`src/ubg_pkg.sv`:
```
// constants shared by the baud-rate generator and its prescaler
package ubg_pkg;
    localparam int          ADDR_W        = 16;
    localparam int          DATA_W        = 8;
    localparam int          GAP_W         = 13;
    // register addresses
    localparam logic [15:0] ASYNC_ADDR    = 16'hFF70;
    localparam logic [15:0] SERMODE_ADDR  = 16'hFF72;
    localparam logic [15:0] BAUDSEL_ADDR  = 16'hFF73;
    // reset values
    localparam logic [7:0]  ASYNC_RST     = 8'h00;
    localparam logic [7:0]  SERMODE_RST   = 8'h00;
    localparam logic [7:0]  BAUDSEL_RST   = 8'h00;
    // field positions and masks
    localparam int          TX_EN_BIT     = 7;
    localparam int          RX_EN_BIT     = 6;
    localparam int          THREE_WIRE_BIT = 7;
    localparam int          SRC_LSB       = 4;
    localparam logic [7:0]  BAUDSEL_MASK  = 8'hF0;
    // clock source codes
    localparam logic [3:0]  SRC_INT_MAX   = 4'h7;
    localparam logic [3:0]  SRC_EXT       = 4'h8;
    // oversampling: source ticks per bit time
    localparam logic [3:0]  OS_LAST       = 4'hF;
    localparam logic [7:0]  DIV_FULL_MASK = 8'hFF;
endpackage : ubg_pkg

```
`src/ubg_clk_if.sv`:
```
// carrier between the register side and the prescaler
interface ubg_clk_if;
    logic [3:0] sel;
    logic       run;
    logic       restart;
    logic       src_tick;
    modport src  (input sel, input run, input restart, output src_tick);
    modport sink (output sel, output run, output restart, input src_tick);
endinterface : ubg_clk_if

```
`src/ubg_prescaler.sv`:
```
// source clock prescaler: system clock by 2^n, or synchronised pin edges
module ubg_prescaler
    import ubg_pkg::*;
(
    // clock and reset
    input  wire logic i_mclk,
    input  wire logic i_rst_n,
    // external clock pin
    input  wire logic i_ext_clk,
    // control and tick
    ubg_clk_if.src    bus
);
    typedef struct packed {
        logic [7:0] cnt;
        logic [2:0] sync;
        logic       tick;
    } ubg_pre_st_t;

    ubg_pre_st_t st;
    ubg_pre_st_t next_st;
    logic [7:0]  mask;
    logic        ext_edge;

    // sync[0] feeds only sync[1]; edge uses the settled stages
    assign ext_edge = st.sync[1] & ~st.sync[2];
    // mask of n low bits, n = code + 1
    assign mask     = DIV_FULL_MASK >> (3'd7 - bus.sel[2:0]);

    // next state
    always_comb begin
        next_st      = st;
        next_st.sync = {st.sync[1:0], i_ext_clk};
        if (bus.restart || !bus.run) begin
            next_st.cnt = 8'h00; // a select register write or operation stop clears the division chain
        end else begin
            next_st.cnt = st.cnt + 8'h01;
        end
        next_st.tick = bus.run && !bus.restart &&
            (((bus.sel <= SRC_INT_MAX) && ((st.cnt & mask) == mask))
             || ((bus.sel == SRC_EXT) && ext_edge));
    end

    // state register
    always_ff @(posedge i_mclk or negedge i_rst_n) begin
        if (!i_rst_n) begin
            st <= '0;
        end else begin
            st <= next_st;
        end
    end

    assign bus.src_tick = st.tick;

    ext_edge_tick_a: assert property (@(posedge i_mclk) disable iff (!i_rst_n)
        (bus.sel == SRC_EXT && bus.run && !bus.restart && ext_edge) |=> bus.src_tick)
        else $error("pin edge did not give a source tick");

    int_div_tick_a: assert property (@(posedge i_mclk) disable iff (!i_rst_n)
        (bus.sel <= SRC_INT_MAX && bus.run && !bus.restart && (st.cnt & mask) != mask)
        |=> !bus.src_tick)
        else $error("source tick outside the 2^n boundary");
endmodule : ubg_prescaler

```
`src/ubg_top.sv`:
```
// serial port baud-rate generator with mode registers and pin steering
// Behaviour
// - the baud clock select register lives at FF73H, takes byte writes only and resets to 00H.
// - source codes 0000 to 0111 pick the system clock divided by 2^n with n = code + 1.
// - code 1000 picks pin clock pulses; any other code is prohibited and gives no clock.
// - with an internal source the bit rate is the system clock over 2^(n+1) then over 8.
// - with the pin clock the bit rate is the pin frequency over 16.
// - a 500 kHz pin clock yields 31.25 kbps for MIDI.
// - the serial mode register at FF72H resets to 00H, takes bit or byte writes, bit 7 = 3-wire.
// - the async mode register at FF70H resets to 00H, takes bit or byte writes, 7 = tx, 6 = rx.
// - with 3-wire, tx and rx enables all clear no transfer runs and the pins are ports.
// - in asynchronous mode transmit and receive run at once, sharing the bit clock.
module ubg_top
    import ubg_pkg::*;
(
    // clock and reset
    input  wire logic                      i_mclk,
    input  wire logic                      i_rst_n,
    // register access
    input  wire logic [ubg_pkg::ADDR_W-1:0] i_addr,
    input  wire logic                      i_wr,
    input  wire logic [ubg_pkg::DATA_W-1:0] i_wdata,
    input  wire logic                      i_bit_wr,
    input  wire logic [2:0]                i_bit_sel,
    input  wire logic                      i_bit_val,
    input  wire logic                      i_rd,
    output logic      [ubg_pkg::DATA_W-1:0] o_rdata,
    // external baud clock pin
    input  wire logic                      i_ext_clk,
    // clocks to the serial engines
    output logic                           o_os_tick,
    output logic                           o_baud_tick,
    // mode outputs
    output logic                           o_tx_enable,
    output logic                           o_rx_enable,
    output logic                           o_three_wire_enable,
    output logic                           o_stop_mode,
    output logic                           o_sel_invalid,
    output logic [2:0]                     o_port_mode
);
    typedef struct packed {
        logic [7:0] async_mode;
        logic [7:0] ser_mode;
        logic [7:0] baud_sel;
        logic [3:0] os_cnt;
        logic       os_tick;
        logic       baud_tick;
        logic [7:0] rdata;
    } ubg_st_t;

    ubg_st_t    st;
    ubg_st_t    next_st;
    ubg_clk_if  clk_bus ();
    logic       stop;
    logic       sel_wr;

    // operation stop when no serial function is enabled
    assign stop   = !st.ser_mode[THREE_WIRE_BIT] && !st.async_mode[TX_EN_BIT]
                    && !st.async_mode[RX_EN_BIT];
    assign sel_wr = i_wr && (i_addr == BAUDSEL_ADDR);

    // prescaler control
    assign clk_bus.sel     = st.baud_sel[7:SRC_LSB];
    assign clk_bus.run     = !stop;
    assign clk_bus.restart = sel_wr;

    ubg_prescaler u_pre (
        .i_mclk    (i_mclk),
        .i_rst_n   (i_rst_n),
        .i_ext_clk (i_ext_clk),
        .bus       (clk_bus.src)
    );

    // register writes, divide-by-16 and read data
    always_comb begin
        next_st = st;
        if (i_wr && i_addr == ASYNC_ADDR) begin
            next_st.async_mode = i_wdata;
        end else if (i_wr && i_addr == SERMODE_ADDR) begin
            next_st.ser_mode = i_wdata;
        end else if (sel_wr) begin
            next_st.baud_sel = i_wdata & BAUDSEL_MASK;
        end else if (i_bit_wr && i_addr == ASYNC_ADDR) begin
            next_st.async_mode[i_bit_sel] = i_bit_val;
        end else if (i_bit_wr && i_addr == SERMODE_ADDR) begin
            next_st.ser_mode[i_bit_sel] = i_bit_val;
        end
        // bit writes to the select register are dropped: byte access only
        // both sources are oversampled 16x, one shared clock for tx and rx
        if (stop || sel_wr) begin
            next_st.os_cnt = 4'h0;
        end else if (clk_bus.src_tick) begin
            next_st.os_cnt = st.os_cnt + 4'h1;
        end
        next_st.os_tick   = clk_bus.src_tick && !stop;
        next_st.baud_tick = clk_bus.src_tick && !stop && !sel_wr
                            && (st.os_cnt == OS_LAST);
        // unmapped addresses read as zero
        if (!i_rd) begin
            next_st.rdata = st.rdata;
        end else if (i_addr == ASYNC_ADDR) begin
            next_st.rdata = st.async_mode;
        end else if (i_addr == SERMODE_ADDR) begin
            next_st.rdata = st.ser_mode;
        end else if (i_addr == BAUDSEL_ADDR) begin
            next_st.rdata = st.baud_sel;
        end else begin
            next_st.rdata = 8'h00;
        end
    end

    // state register
    always_ff @(posedge i_mclk or negedge i_rst_n) begin
        if (!i_rst_n) begin
            st            <= '0;
            st.async_mode <= ASYNC_RST;
            st.ser_mode   <= SERMODE_RST;
            st.baud_sel   <= BAUDSEL_RST;
        end else begin
            st <= next_st;
        end
    end

    // outputs from registers; stop, invalid select and port modes decoded from them
    assign o_rdata             = st.rdata;
    assign o_os_tick           = st.os_tick;
    assign o_baud_tick         = st.baud_tick;
    assign o_tx_enable         = st.async_mode[TX_EN_BIT];
    assign o_rx_enable         = st.async_mode[RX_EN_BIT];
    assign o_three_wire_enable = st.ser_mode[THREE_WIRE_BIT];
    assign o_stop_mode         = stop;
    assign o_sel_invalid       = st.baud_sel[7:SRC_LSB] > SRC_EXT;
    // 1 = general port; pins go serial only with their function enabled
    assign o_port_mode[0]      = stop || !(st.ser_mode[THREE_WIRE_BIT]
                                 || st.baud_sel[7:SRC_LSB] == SRC_EXT);
    assign o_port_mode[1]      = stop || !(st.ser_mode[THREE_WIRE_BIT]
                                 || st.async_mode[TX_EN_BIT]);
    assign o_port_mode[2]      = stop || !(st.ser_mode[THREE_WIRE_BIT]
                                 || st.async_mode[RX_EN_BIT]);

    // helper: cycles between bit ticks, trusted only after a clean period
    logic [GAP_W-1:0] gap;
    logic             clean;
    always_ff @(posedge i_mclk or negedge i_rst_n) begin
        if (!i_rst_n) begin
            gap   <= '0;
            clean <= 1'b0;
        end else begin
            gap   <= st.baud_tick ? '0 : gap + 13'd1;
            clean <= (stop || sel_wr) ? 1'b0 : (st.baud_tick ? 1'b1 : clean);
        end
    end

    int_rate_a: assert property (@(posedge i_mclk) disable iff (!i_rst_n)
        (st.baud_tick && clean && st.baud_sel[7:SRC_LSB] <= SRC_INT_MAX)
        |-> gap == GAP_W'((32 << st.baud_sel[6:SRC_LSB]) - 1))
        else $error("internal bit period is not 2^(n+1)*8 cycles");

    sel_byte_wr_a: assert property (@(posedge i_mclk) disable iff (!i_rst_n)
        sel_wr |=> st.baud_sel == ($past(i_wdata) & BAUDSEL_MASK))
        else $error("select register did not take the byte write");

    sel_bit_ign_a: assert property (@(posedge i_mclk) disable iff (!i_rst_n)
        (i_bit_wr && !i_wr && i_addr == BAUDSEL_ADDR) |=> $stable(st.baud_sel))
        else $error("bit write changed the select register");

    sel_low_zero_a: assert property (@(posedge i_mclk) disable iff (!i_rst_n)
        (i_rd && i_addr == BAUDSEL_ADDR) |=> o_rdata[3:0] == 4'h0)
        else $error("select register low nibble read non-zero");

    sermode_bit_a: assert property (@(posedge i_mclk) disable iff (!i_rst_n)
        (i_bit_wr && !i_wr && i_addr == SERMODE_ADDR && i_bit_sel == 3'd7)
        |=> o_three_wire_enable == $past(i_bit_val))
        else $error("3-wire enable did not follow the bit write");

    async_byte_a: assert property (@(posedge i_mclk) disable iff (!i_rst_n)
        (i_wr && i_addr == ASYNC_ADDR)
        |=> o_tx_enable == $past(i_wdata[7]) && o_rx_enable == $past(i_wdata[6]))
        else $error("tx or rx enable did not follow the byte write");

    stop_quiet_a: assert property (@(posedge i_mclk) disable iff (!i_rst_n)
        stop |=> !o_baud_tick && !o_os_tick)
        else $error("bit clock ran in operation stop");

    stop_ports_a: assert property (@(posedge i_mclk) disable iff (!i_rst_n)
        stop |-> o_port_mode == 3'b111)
        else $error("pins not handed to ports in operation stop");

    bad_sel_a: assert property (@(posedge i_mclk) disable iff (!i_rst_n)
        (st.baud_sel[7:SRC_LSB] > SRC_EXT)[*3] |-> !o_os_tick)
        else $error("prohibited source code produced a clock");

    ext_div16_a: assert property (@(posedge i_mclk) disable iff (!i_rst_n)
        (o_baud_tick && clean && st.baud_sel[7:SRC_LSB] == SRC_EXT)
        |-> $past(st.os_cnt) == OS_LAST)
        else $error("pin clock bit tick not on the 16th source tick");
endmodule : ubg_top
```
`config.mk`:
```
export PLATFORM = sky130hd
export DESIGN_NAME = ubg_top
export DESIGN_NICKNAME = d
export VERILOG_FILES = /design/src/ubg_pkg.sv /design/src/ubg_clk_if.sv /design/src/ubg_prescaler.sv /design/src/ubg_top.sv
export SDC_FILE = /design/constraint.sdc
export NUM_CORES = 1
export LEC_CHECK = 0
export ABC_CLOCK_PERIOD_IN_PS = 1600
export BUFFER_PORTS_ARGS = -buffer_cell sky130_fd_sc_hd__buf_2
export CORE_MARGIN = 2
export CORE_UTILIZATION = 41
export CTS_CLUSTER_DIAMETER = 60
export CTS_CLUSTER_SIZE = 40
export DETAILED_ROUTE_END_ITERATION = 10
export SLEW_MARGIN = 30
export SYNTH_ARGS = -nofsm -noshare
export SYNTH_HDL_FRONTEND = slang
export SYNTH_SLANG_ARGS = --single-unit
```
`constraint.sdc`:
```
create_clock -name i_mclk -period 1.6 [get_ports i_mclk]
set_input_delay 0 -clock i_mclk [delete_from_list [all_inputs] [get_ports i_mclk]]
set_output_delay 0 -clock i_mclk [all_outputs]
set_load 0.05 [all_outputs]
```
==> qor.yml, run 1 <==
finalNonFillerCells: 398
cts_tree: "built"
critPathLaunchType: "flop"
synth_cells: 258
dpl.hpwl_um: 3900
cts_htree_levels: 2
grt_pass1_wl_um: 8630
fin_tns_setup_ns: 0
drt-pass1-iter-count: 4
grt_overflow: 0
synth_area_um2: 2450
cts_sinks: 46
finalClockSkew_ns: 0.00882
synth_edf_count: 0
initial_core_util_pct: 41.9
drc: 0
antenna_found_initial: 0
core_area_um2: 5850
synthFlopType: "dfrtp_1"
synth_top_area_share_pct: 46.9
vias: 2091
reg2reg_depth: 4
required_ns: 1.60
io_pins: 52
tightest_slew_ns: 0.484
slew_violations: 0
rows: 28
cts_root_buf: "clkbuf_8"
max_clock_freq_mhz: 657
wl_um: 5440
syn_to_final_growth_pct: 24.4
cts_made_buffers: 5
n_antenna_cell: 0
use_met1_pct: 25.2
die_area_um2: 6620
p_leak_nw: 1.41
dieWidth_um: 81.3
die-height_um: 81.3
dp.cells: 379
setup_viol: 0
min_path_type: "in2reg"
end_kind: "output port"
portBuffers: 51
worstPathArrival_ns: 1.52
synthArstFlopShare_pct: 100
synth-seq-cells: 46
drive_gt1_share_pct: 28.8
clkLatencyLatePin_ns: 0.30
max-clock-path-buffers: 2
place.gp.congestion: 0.780
ir_drop_v: 0.000359
final_core_util_pct: 52.1
maxSlewHeadroom_pct: 67.3
power_mw: 2.24
drtIter0Drc: 112
synth_area_leaders: "dfrtp_1 (47%), nor2_1 (10%), o22ai_1 (4.1%)"
hold_viol: 0
wl_per_cell_um: 13.7
synth_top_area_cell: "dfrtp_1"
outcome: "finished clean"
holdPathStages: 2
clk_pin_slew_ns: 0.08
grt_use_total_pct: 17.0
drt.antenna.violating_nets: 0
final_common_cell: "nor2_1"
period_share_pct: 95.2
crit_type: "reg2out"
period_needed_ns: 1.52
power.density_cell_area_nw_per_um2: 733
use_met2_pct: 24.8
synth_warnings: 0
synth_nets: 294
grt_max_degree: 30
ys_seq_area_share_pct: 46.9
avgSynthCellArea_um2: 9.51
path_max_fanout: 6
vias_per_cell: 5.25
synth_cell_types: 40
met3_usage_pct: 3.00
max_cap_violations: 0
busiest_layer: "met1"
grt_pass1_vias: 1793
nets: 358
mostFrequentLayoutCells: "nor2_1 (68), buf_2 (50), dfrtp_1 (42)"
[flip-flops by register name, summed over array words and instances (netlist names)]
| register | count |
|---|---|
| st | 17 |
| u_pre.st | 9 |
| o_rdata | 8 |
| clk_bus.sel | 4 |
| u_pre.next_st | 2 |
| o_baud_tick | 1 |
| o_os_tick | 1 |
| o_rx_enable | 1 |
| o_three_wire_enable | 1 |
| o_tx_enable | 1 |
| u_pre.bus.src_tick | 1 |
[path summary, 6_finish.rpt]
| check | slack (ns) | end | start |
|---|---|---|---|
| min in group asynchronous | 0.18 | st[35]$_DFFE_PN0P_ | i_rst_n |
| max reg2reg | 0.15 | u_pre.bus.src_tick$_DFF_PN0_ | clk_bus.sel[0]$_DFFE_PN0P_ |
| max | 0.08 | o_port_mode[0] | clk_bus.sel[1]$_DFFE_PN0P_ |
| max in group asynchronous | 0.89 | o_tx_enable$_DFFE_PN0P_ | i_rst_n |
| min | 0.06 | o_rdata[6]$_DFFE_PN0P_ | i_rd |
| min reg2reg | 0.36 | u_pre.next_st[3]$_DFF_PN0_ | u_pre.next_st[2]$_DFF_PN0_ |
[metal layers]
| layer | up-vias | routed length, um |
|---|---|---|
| li1 | 1045 | - |
| met1 | 968 | 2630 |
| met2 | 74 | 2400 |
| met3 | 4 | 342 |
| met4 | 0 | 65 |
| met5 | - | 0 |
[layout make-up]
cell class | count | area, um^2
timing repair buffer | 73 | 473
tap | 75 | 93.8
fill | 554 | 2800
clock buffer | 7 | 76.3
multi-input combinational | 192 | 1210
sequential | 46 | 1160
clock inverter | 1 | 30.0
inverter | 4 | 15.0
[through the flow]
stage	instance area [um^2]	setup WS (ns)	hold WS, ns
2_1_floorplan	2480	-0.0473	-0.296
3_3_place_gp	2820	0.0798	-0.0251
3_5_place_dp	2820	0.0681	-0.0159
4_1_cts	3030	0.0237	0.0516
5_1_grt	3050	-0.0116	0.0699
6_report	3050	0.0769	0.0647
[synthesized netlist by cell type, drive strengths merged, types with 2 or more instances]
cell,instances
a21oi,18
a22o,4
a22oi,4
a31oi,4
and3,3
and4b,3
buf,14
clkbuf,2
dfrtp,46
ha,2
inv,4
mux2,8
nand2,9
nand3,5
nand4,4
nand4b,2
nor2,68
nor2b,11
nor3,3
nor4,2
nor4b,2
nor4bb,3
o21ai,2
o22ai,16
xnor2,3
xor2,6
[timing repair]
| action | in CTS | in global routing |
|---|---|---|
| endpoints found under the hold margin | 38 | 0 |
| resized for setup | 2 | 3 |
| pin swaps | 0 | 0 |
| endpoints found under the setup margin | 1 | 1 |
| buffers inserted | 0 | 1 |
| hold buffers | 10 | 0 |
[logic make-up (layout without fill, tap and decap cells)]
group	after synthesis	count (layout)	share of synthesized area, %
fa+ha+maj	3	3	1.43
compound gates	51	51	13.8
buf+inv	20	85	5.10
xor+xnor	9	9	3.21
mux	9	9	4.08
simple gates	120	120	25.5
flops	46	46	46.9
[worst max-delay path, cell delays in order, from the launching register on]
cell	delay, ns
dfrtp_2	0.46
nor3_4	0.20
a21oi_1	0.10
or2_2	0.27
buf_4	0.19
[report_power, final]
group / internal [mW] / switching, mW / total, mW
combinational: 0.0869 / 0.120 / 0.207
sequential: 1.17 / 0.00429 / 1.18
clock: 0.468 / 0.386 / 0.853
Note: power is estimated with default switching activity, not from simulation.
==> run 2, diff against run 1 <==
--- a/config.mk
+++ b/config.mk
@@ -9,9 +9,11 @@
 export BUFFER_PORTS_ARGS = -buffer_cell sky130_fd_sc_hd__buf_2
 export CORE_MARGIN = 2
 export CORE_UTILIZATION = 41
+export CTS_BUF_LIST = sky130_fd_sc_hd__clkbuf_8
 export CTS_CLUSTER_DIAMETER = 60
 export CTS_CLUSTER_SIZE = 40
 export DETAILED_ROUTE_END_ITERATION = 10
+export RECOVER_POWER = 100
 export SLEW_MARGIN = 30
 export SYNTH_ARGS = -nofsm -noshare
 export SYNTH_HDL_FRONTEND = slang
==> run 2 against run 1 <==
Against the previous run:
- sequential cell count unchanged
- utilization fell by 0.88 points
- first-iteration DRC count is 6.3% higher
- clock-buffer cell count is 2 lower
==> qor.yml, run 2 (same netlist as run 1, synthesis figures left out) <==
power.density_cell_area_nw_per_um2: 741
cts_root_buf: "clkbuf_8"
max_clock_freq_mhz: 656
worstPathCellList: "nor3_4, a21oi_1, or2_2, buf_4"
tightest_slew_ns: 1.13
cpMaxStageDelayCell: "dfrtp_2"
min_from: "i_rd"
cts_sinks: 46
wl_per_cell_um: 13.7
die-height_um: 81.3
largest_register: "st"
nets: 358
dp_slack_ns: 0.0681
io_pins: 52
use_met1_pct: 25.2
end_kind: "output port"
met3_usage_pct: 3.00
vias_per_cell: 5.26
setup_viol: 0
period_needed_ns: 1.52
dieWidth_um: 81.3
busiest_layer: "met1"
path_max_fanout: 6
cts_htree_levels: 2
drive_gt1_share_pct: 21.1
outcome: "finished clean"
wl_um: 5460
min_path_type: "in2reg"
period_share_pct: 95.3
cpPeakStageDelay_ns: 0.46
max_cap_violations: 0
worstPathArrival_ns: 1.52
vias: 2094
final_core_util_pct: 51.3
slew_violations: 0
mostFrequentLayoutCells: "nor2_1 (68), dfrtp_1 (43), buf_2 (30)"
die_area_um2: 6620
drt-pass1-iter-count: 4
clkLatencyLatePin_ns: 0.30
p_leak_nw: 1.34
initial_core_util_pct: 41.9
core_area_um2: 5850
grt_use_total_pct: 17.0
rows: 28
grt_max_degree: 30
drtIter0Drc: 119
drt.antenna.violating_nets: 0
critPathLaunch: "clk_bus.sel[1]$_DFFE_PN0P_"
cp_top_family: "simple AND/OR/NAND/NOR gates"
grt_overflow: 0
clk_pin_slew_ns: 0.08
max-clock-path-buffers: 2
n_antenna_cell: 0
critPathLaunchType: "flop"
final_common_cell: "nor2_1"
maxSlewHeadroom_pct: 24.6
crit_type: "reg2out"
required_ns: 1.60
finalClockSkew_ns: 0.00592
portBuffers: 51
place.gp.congestion: 0.780
grt_pass1_vias: 1793
dpl.hpwl_um: 3900
drc: 0
worst_slack_ns: 0.0757
use_met2_pct: 24.8
grt_pass1_wl_um: 8630
critPathBufInv: 1
power_mw: 2.22
hold_viol: 0
cts_tree: "built"
syn_to_final_growth_pct: 22.3
rr_startpoint: "o_tx_enable$_DFFE_PN0P_"
ir_drop_v: 0.000354
cts_made_buffers: 5
antenna_found_initial: 0
largest_reg_flops: 17
==> run 2: cell types whose count changed in the layout (fill, tap and decap cells not counted), moves of 2 or more <==
cell,before,now
a22oi_1,0,2
inv_1,4,6
clkbuf_1,2,19
a22oi_2,4,2
buf_2,50,30
clkbuf_2,0,2
==> run 2: what timing repair did <==
action,4_1_cts,5_1_grt
resized for setup,2,3
buffers inserted,0,1
hold endpoints to repair,38,0
endpoints found under the setup margin,1,1
hold buffers,10,0
==> run 2: area by class of cell <==
cell class	instances	area, um^2
Multi-Input combinational cell	192	1180
Sequential cell	46	1150
Clock inverter	3	37.5
Fill cell	564	2850
Inverter	4	15.0
Tap cell	75	93.8
Timing Repair Buffer	73	447
Clock buffer	5	68.8
==> run 2: power by group <==
part	switching, mW	internal [mW]	leakage [nW]	total (mW)
registers	0.00457	1.17	0.625	1.18
logic	0.120	0.0833	0.657	0.204
clock network	0.387	0.455	0.0607	0.842
total	0.511	1.71	1.34	2.22
==> run 2: metrics by stage <==
step | hold slack [ns] | TNS, ns | area, um^2 | instances
floorplan | -0.296 | -0.457 | 2480 | 258
global placement | -0.0251 | 0 | 2820 | 379
detailed placement | -0.0159 | 0 | 2820 | 379
CTS | 0.0516 | 0 | 3030 | 397
global route | 0.0694 | -0.0120 | 3000 | 398
finish | 0.0648 | 0 | 3000 | 398
==> run 2: routing by layer <==
layer,wire length (um),part of all wire (%)
met1,2700,49
met2,2350,43
met3,334,6.1
met4,74,1.4
met5,0,0
==> run 2: final timing paths <==
kind / to / slack, ns / depth (start not counted)
setup / recovery: o_port_mode[0] / 0.08 / 4
setup reg to reg: o_baud_tick$_DFF_PN0_ / 0.13 / 3
hold / removal: o_rdata[6]$_DFFE_PN0P_ / 0.06 / 2
hold reg to reg: u_pre.next_st[3]$_DFF_PN0_ / 0.36 / 0
min in group asynchronous: st[35]$_DFFE_PN0P_ / 0.44 / 2
max in group asynchronous: clk_bus.sel[1]$_DFFE_PN0P_ / 0.41 / 2
==> run 3, diff against run 2 <==
--- a/config.mk
+++ b/config.mk
@@ -7,12 +7,15 @@
 export LEC_CHECK = 0
 export ABC_CLOCK_PERIOD_IN_PS = 1600
 export BUFFER_PORTS_ARGS = -buffer_cell sky130_fd_sc_hd__buf_2
+export CELL_PAD_IN_SITES_DETAIL_PLACEMENT = 0
+export CELL_PAD_IN_SITES_GLOBAL_PLACEMENT = 1
 export CORE_MARGIN = 2
 export CORE_UTILIZATION = 41
 export CTS_BUF_LIST = sky130_fd_sc_hd__clkbuf_8
 export CTS_CLUSTER_DIAMETER = 60
 export CTS_CLUSTER_SIZE = 40
 export DETAILED_ROUTE_END_ITERATION = 10
+export PLACE_DENSITY_LB_ADDON = 0.1
 export RECOVER_POWER = 100
 export SLEW_MARGIN = 30
 export SYNTH_ARGS = -nofsm -noshare
==> run 3 against run 2 <==
Against the previous run:
- sequential power hardly changed
- critical path depth is 2 lower
- worst setup slack worse by 0.0047 ns
==> qor.yml, run 3 (same netlist as run 1, synthesis figures left out) <==
regToRegSetupSlack_ns: 0.08
cpMaxStageDelayCell: "dfrtp_1"
final_core_util_pct: 50.7
drc: 0
p_leak_nw: 1.31
power.density_cell_area_nw_per_um2: 712
place_area_um2: 2830
max_cap_violations: 0
final_common_cell: "nor2_1"
min_path_type: "in2reg"
rr_startpoint: "clk_bus.sel[1]$_DFFE_PN0P_"
grt_pass1_vias: 1786
die-height_um: 81.3
portBuffers: 51
drt.antenna.violating_nets: 0
max_clock_freq_mhz: 654
core_area_um2: 5850
cts_htree_levels: 2
worstReg2RegEnd: "u_pre.bus.src_tick$_DFF_PN0_"
syn_to_final_growth_pct: 21.0
vias_per_cell: 5.28
largest_register: "st"
critPathLaunchType: "flop"
largest_reg_flops: 17
grt_overflow: 0
cts_made_buffers: 5
drive_gt1_share_pct: 23.4
reg2reg_depth: 5
die_area_um2: 6620
period_needed_ns: 1.53
worstPathCellList: "nor3_1, buf_2"
worstPathArrival_ns: 1.53
drtIter0Drc: 121
required_ns: 1.60
n_antenna_cell: 0
critPathLaunch: "o_tx_enable$_DFFE_PN0P_"
ir_drop_v: 0.000535
critPathBufInv: 1
tightest_slew_ns: 1.14
clkLatencyLatePin_ns: 0.31
maxSlewHeadroom_pct: 24.1
grt_max_degree: 29
max-clock-path-buffers: 2
finalNonFillerCells: 400
grt_pass1_wl_um: 9250
rows: 28
vias: 2110
crit_end: "o_stop_mode"
drt-pass1-iter-count: 4
dieWidth_um: 81.3
clk_pin_slew_ns: 0.09
cp_top_family: "flip-flops"
wl_per_cell_um: 14.3
dp.cells: 380
n_fill_cell: 573
io_pins: 52
slew_violations: 0
path_max_fanout: 6
hold_viol: 0
mostFrequentLayoutCells: "nor2_1 (68), dfrtp_1 (42), buf_2 (32)"
cpPeakStageDelay_ns: 0.46
end_kind: "output port"
finalClockSkew_ns: 0.00857
cts_tree: "built"
antenna_found_initial: 0
cts_root_buf: "clkbuf_8"
setup_viol: 0
place.gp.congestion: 0.766
period_share_pct: 95.6
cts_sinks: 46
final_cell_area_um2: 2970
initial_core_util_pct: 41.9
grt_use_total_pct: 18.3
crit_type: "reg2out"
dpl.hpwl_um: 3970
nets: 360
wl_um: 5720
outcome: "finished clean"
worst-path-stages: 2
## run 3: cell count changes in the layout (fill, tap and decap cells not counted), sizes merged
cell | previous run | this run
bufinv | 1 | 0
clkinvlp | 0 | 1
inv | 6 | 4
clkinv | 0 | 2
buf | 42 | 44
## run 3: metal layers
layer	share of wire, %	global-route usage (%)
met2	44	25.7
met1	50	27.9
met5	0	0
met3	4.9	3.78
met4	1.1	5.59
## run 3: area by class of cell
class	count	area [um^2]	share of cell area, %
clock buffer	5	68.8	2.32
timing repair buffer	75	449	15.1
sequential	46	1160	39.0
clock inverter	3	21.3	0.717
inverter	4	15.0	0.506
tap	75	93.8	3.16
multi-input combinational	192	1160	39.2
## run 3: timing repair
item | CTS | global route
hold buffers | 10 | 0
setup endpoints to repair | 1 | 2
setup buffers | 1 | 1
pin swaps | 0 | 1
endpoints found under the hold margin | 38 | 0
gates resized for setup | 2 | 4
## run 3: worst min path at each step
stage,endpoint,cells after the start,from,slack (ns)
after floorplan,clk_bus.sel[0]$_DFFE_PN0P_,0,i_rst_n,-0.30
after global placement,o_baud_tick$_DFF_PN0_,1,i_rst_n,-0.01
after detailed placement,st[13]$_DFFE_PN0P_,1,i_rst_n,-0.02
after CTS,st[34]$_DFFE_PN0P_,3,i_wr,0.03
after global routing,st[34]$_DFFE_PN0P_,3,i_wr,0.05
final,st[34]$_DFFE_PN0P_,3,i_wr,0.02
## run 3: where the power goes
group,internal [mW],switching (mW)
sequential,1.17,0.00565
clock,0.308,0.423
combinational,0.0840,0.121
## run 3: tightest hold or removal path: cells and delay by family
| family | cells | cell delay [ns] |
|---|---|---|
| buffers and inverters | 1 | 0.14 |
| and+or+nand+nor | 2 | 0.15 |
## run 3: stage by stage
step | setup slack, ns | total power, mW | hold slack, ns | setup TNS, ns
floorplan | -0.0473 | 1.29 | -0.296 | -0.457
global placement | 0.101 | 1.39 | -0.0138 | 0
detailed placement | 0.0598 | 1.39 | -0.0156 | 0
CTS | 0.0311 | 2.14 | 0.0273 | 0
global route | -0.00324 | 2.21 | 0.0527 | -0.00324
finish | 0.0710 | 2.11 | 0.0202 | 0
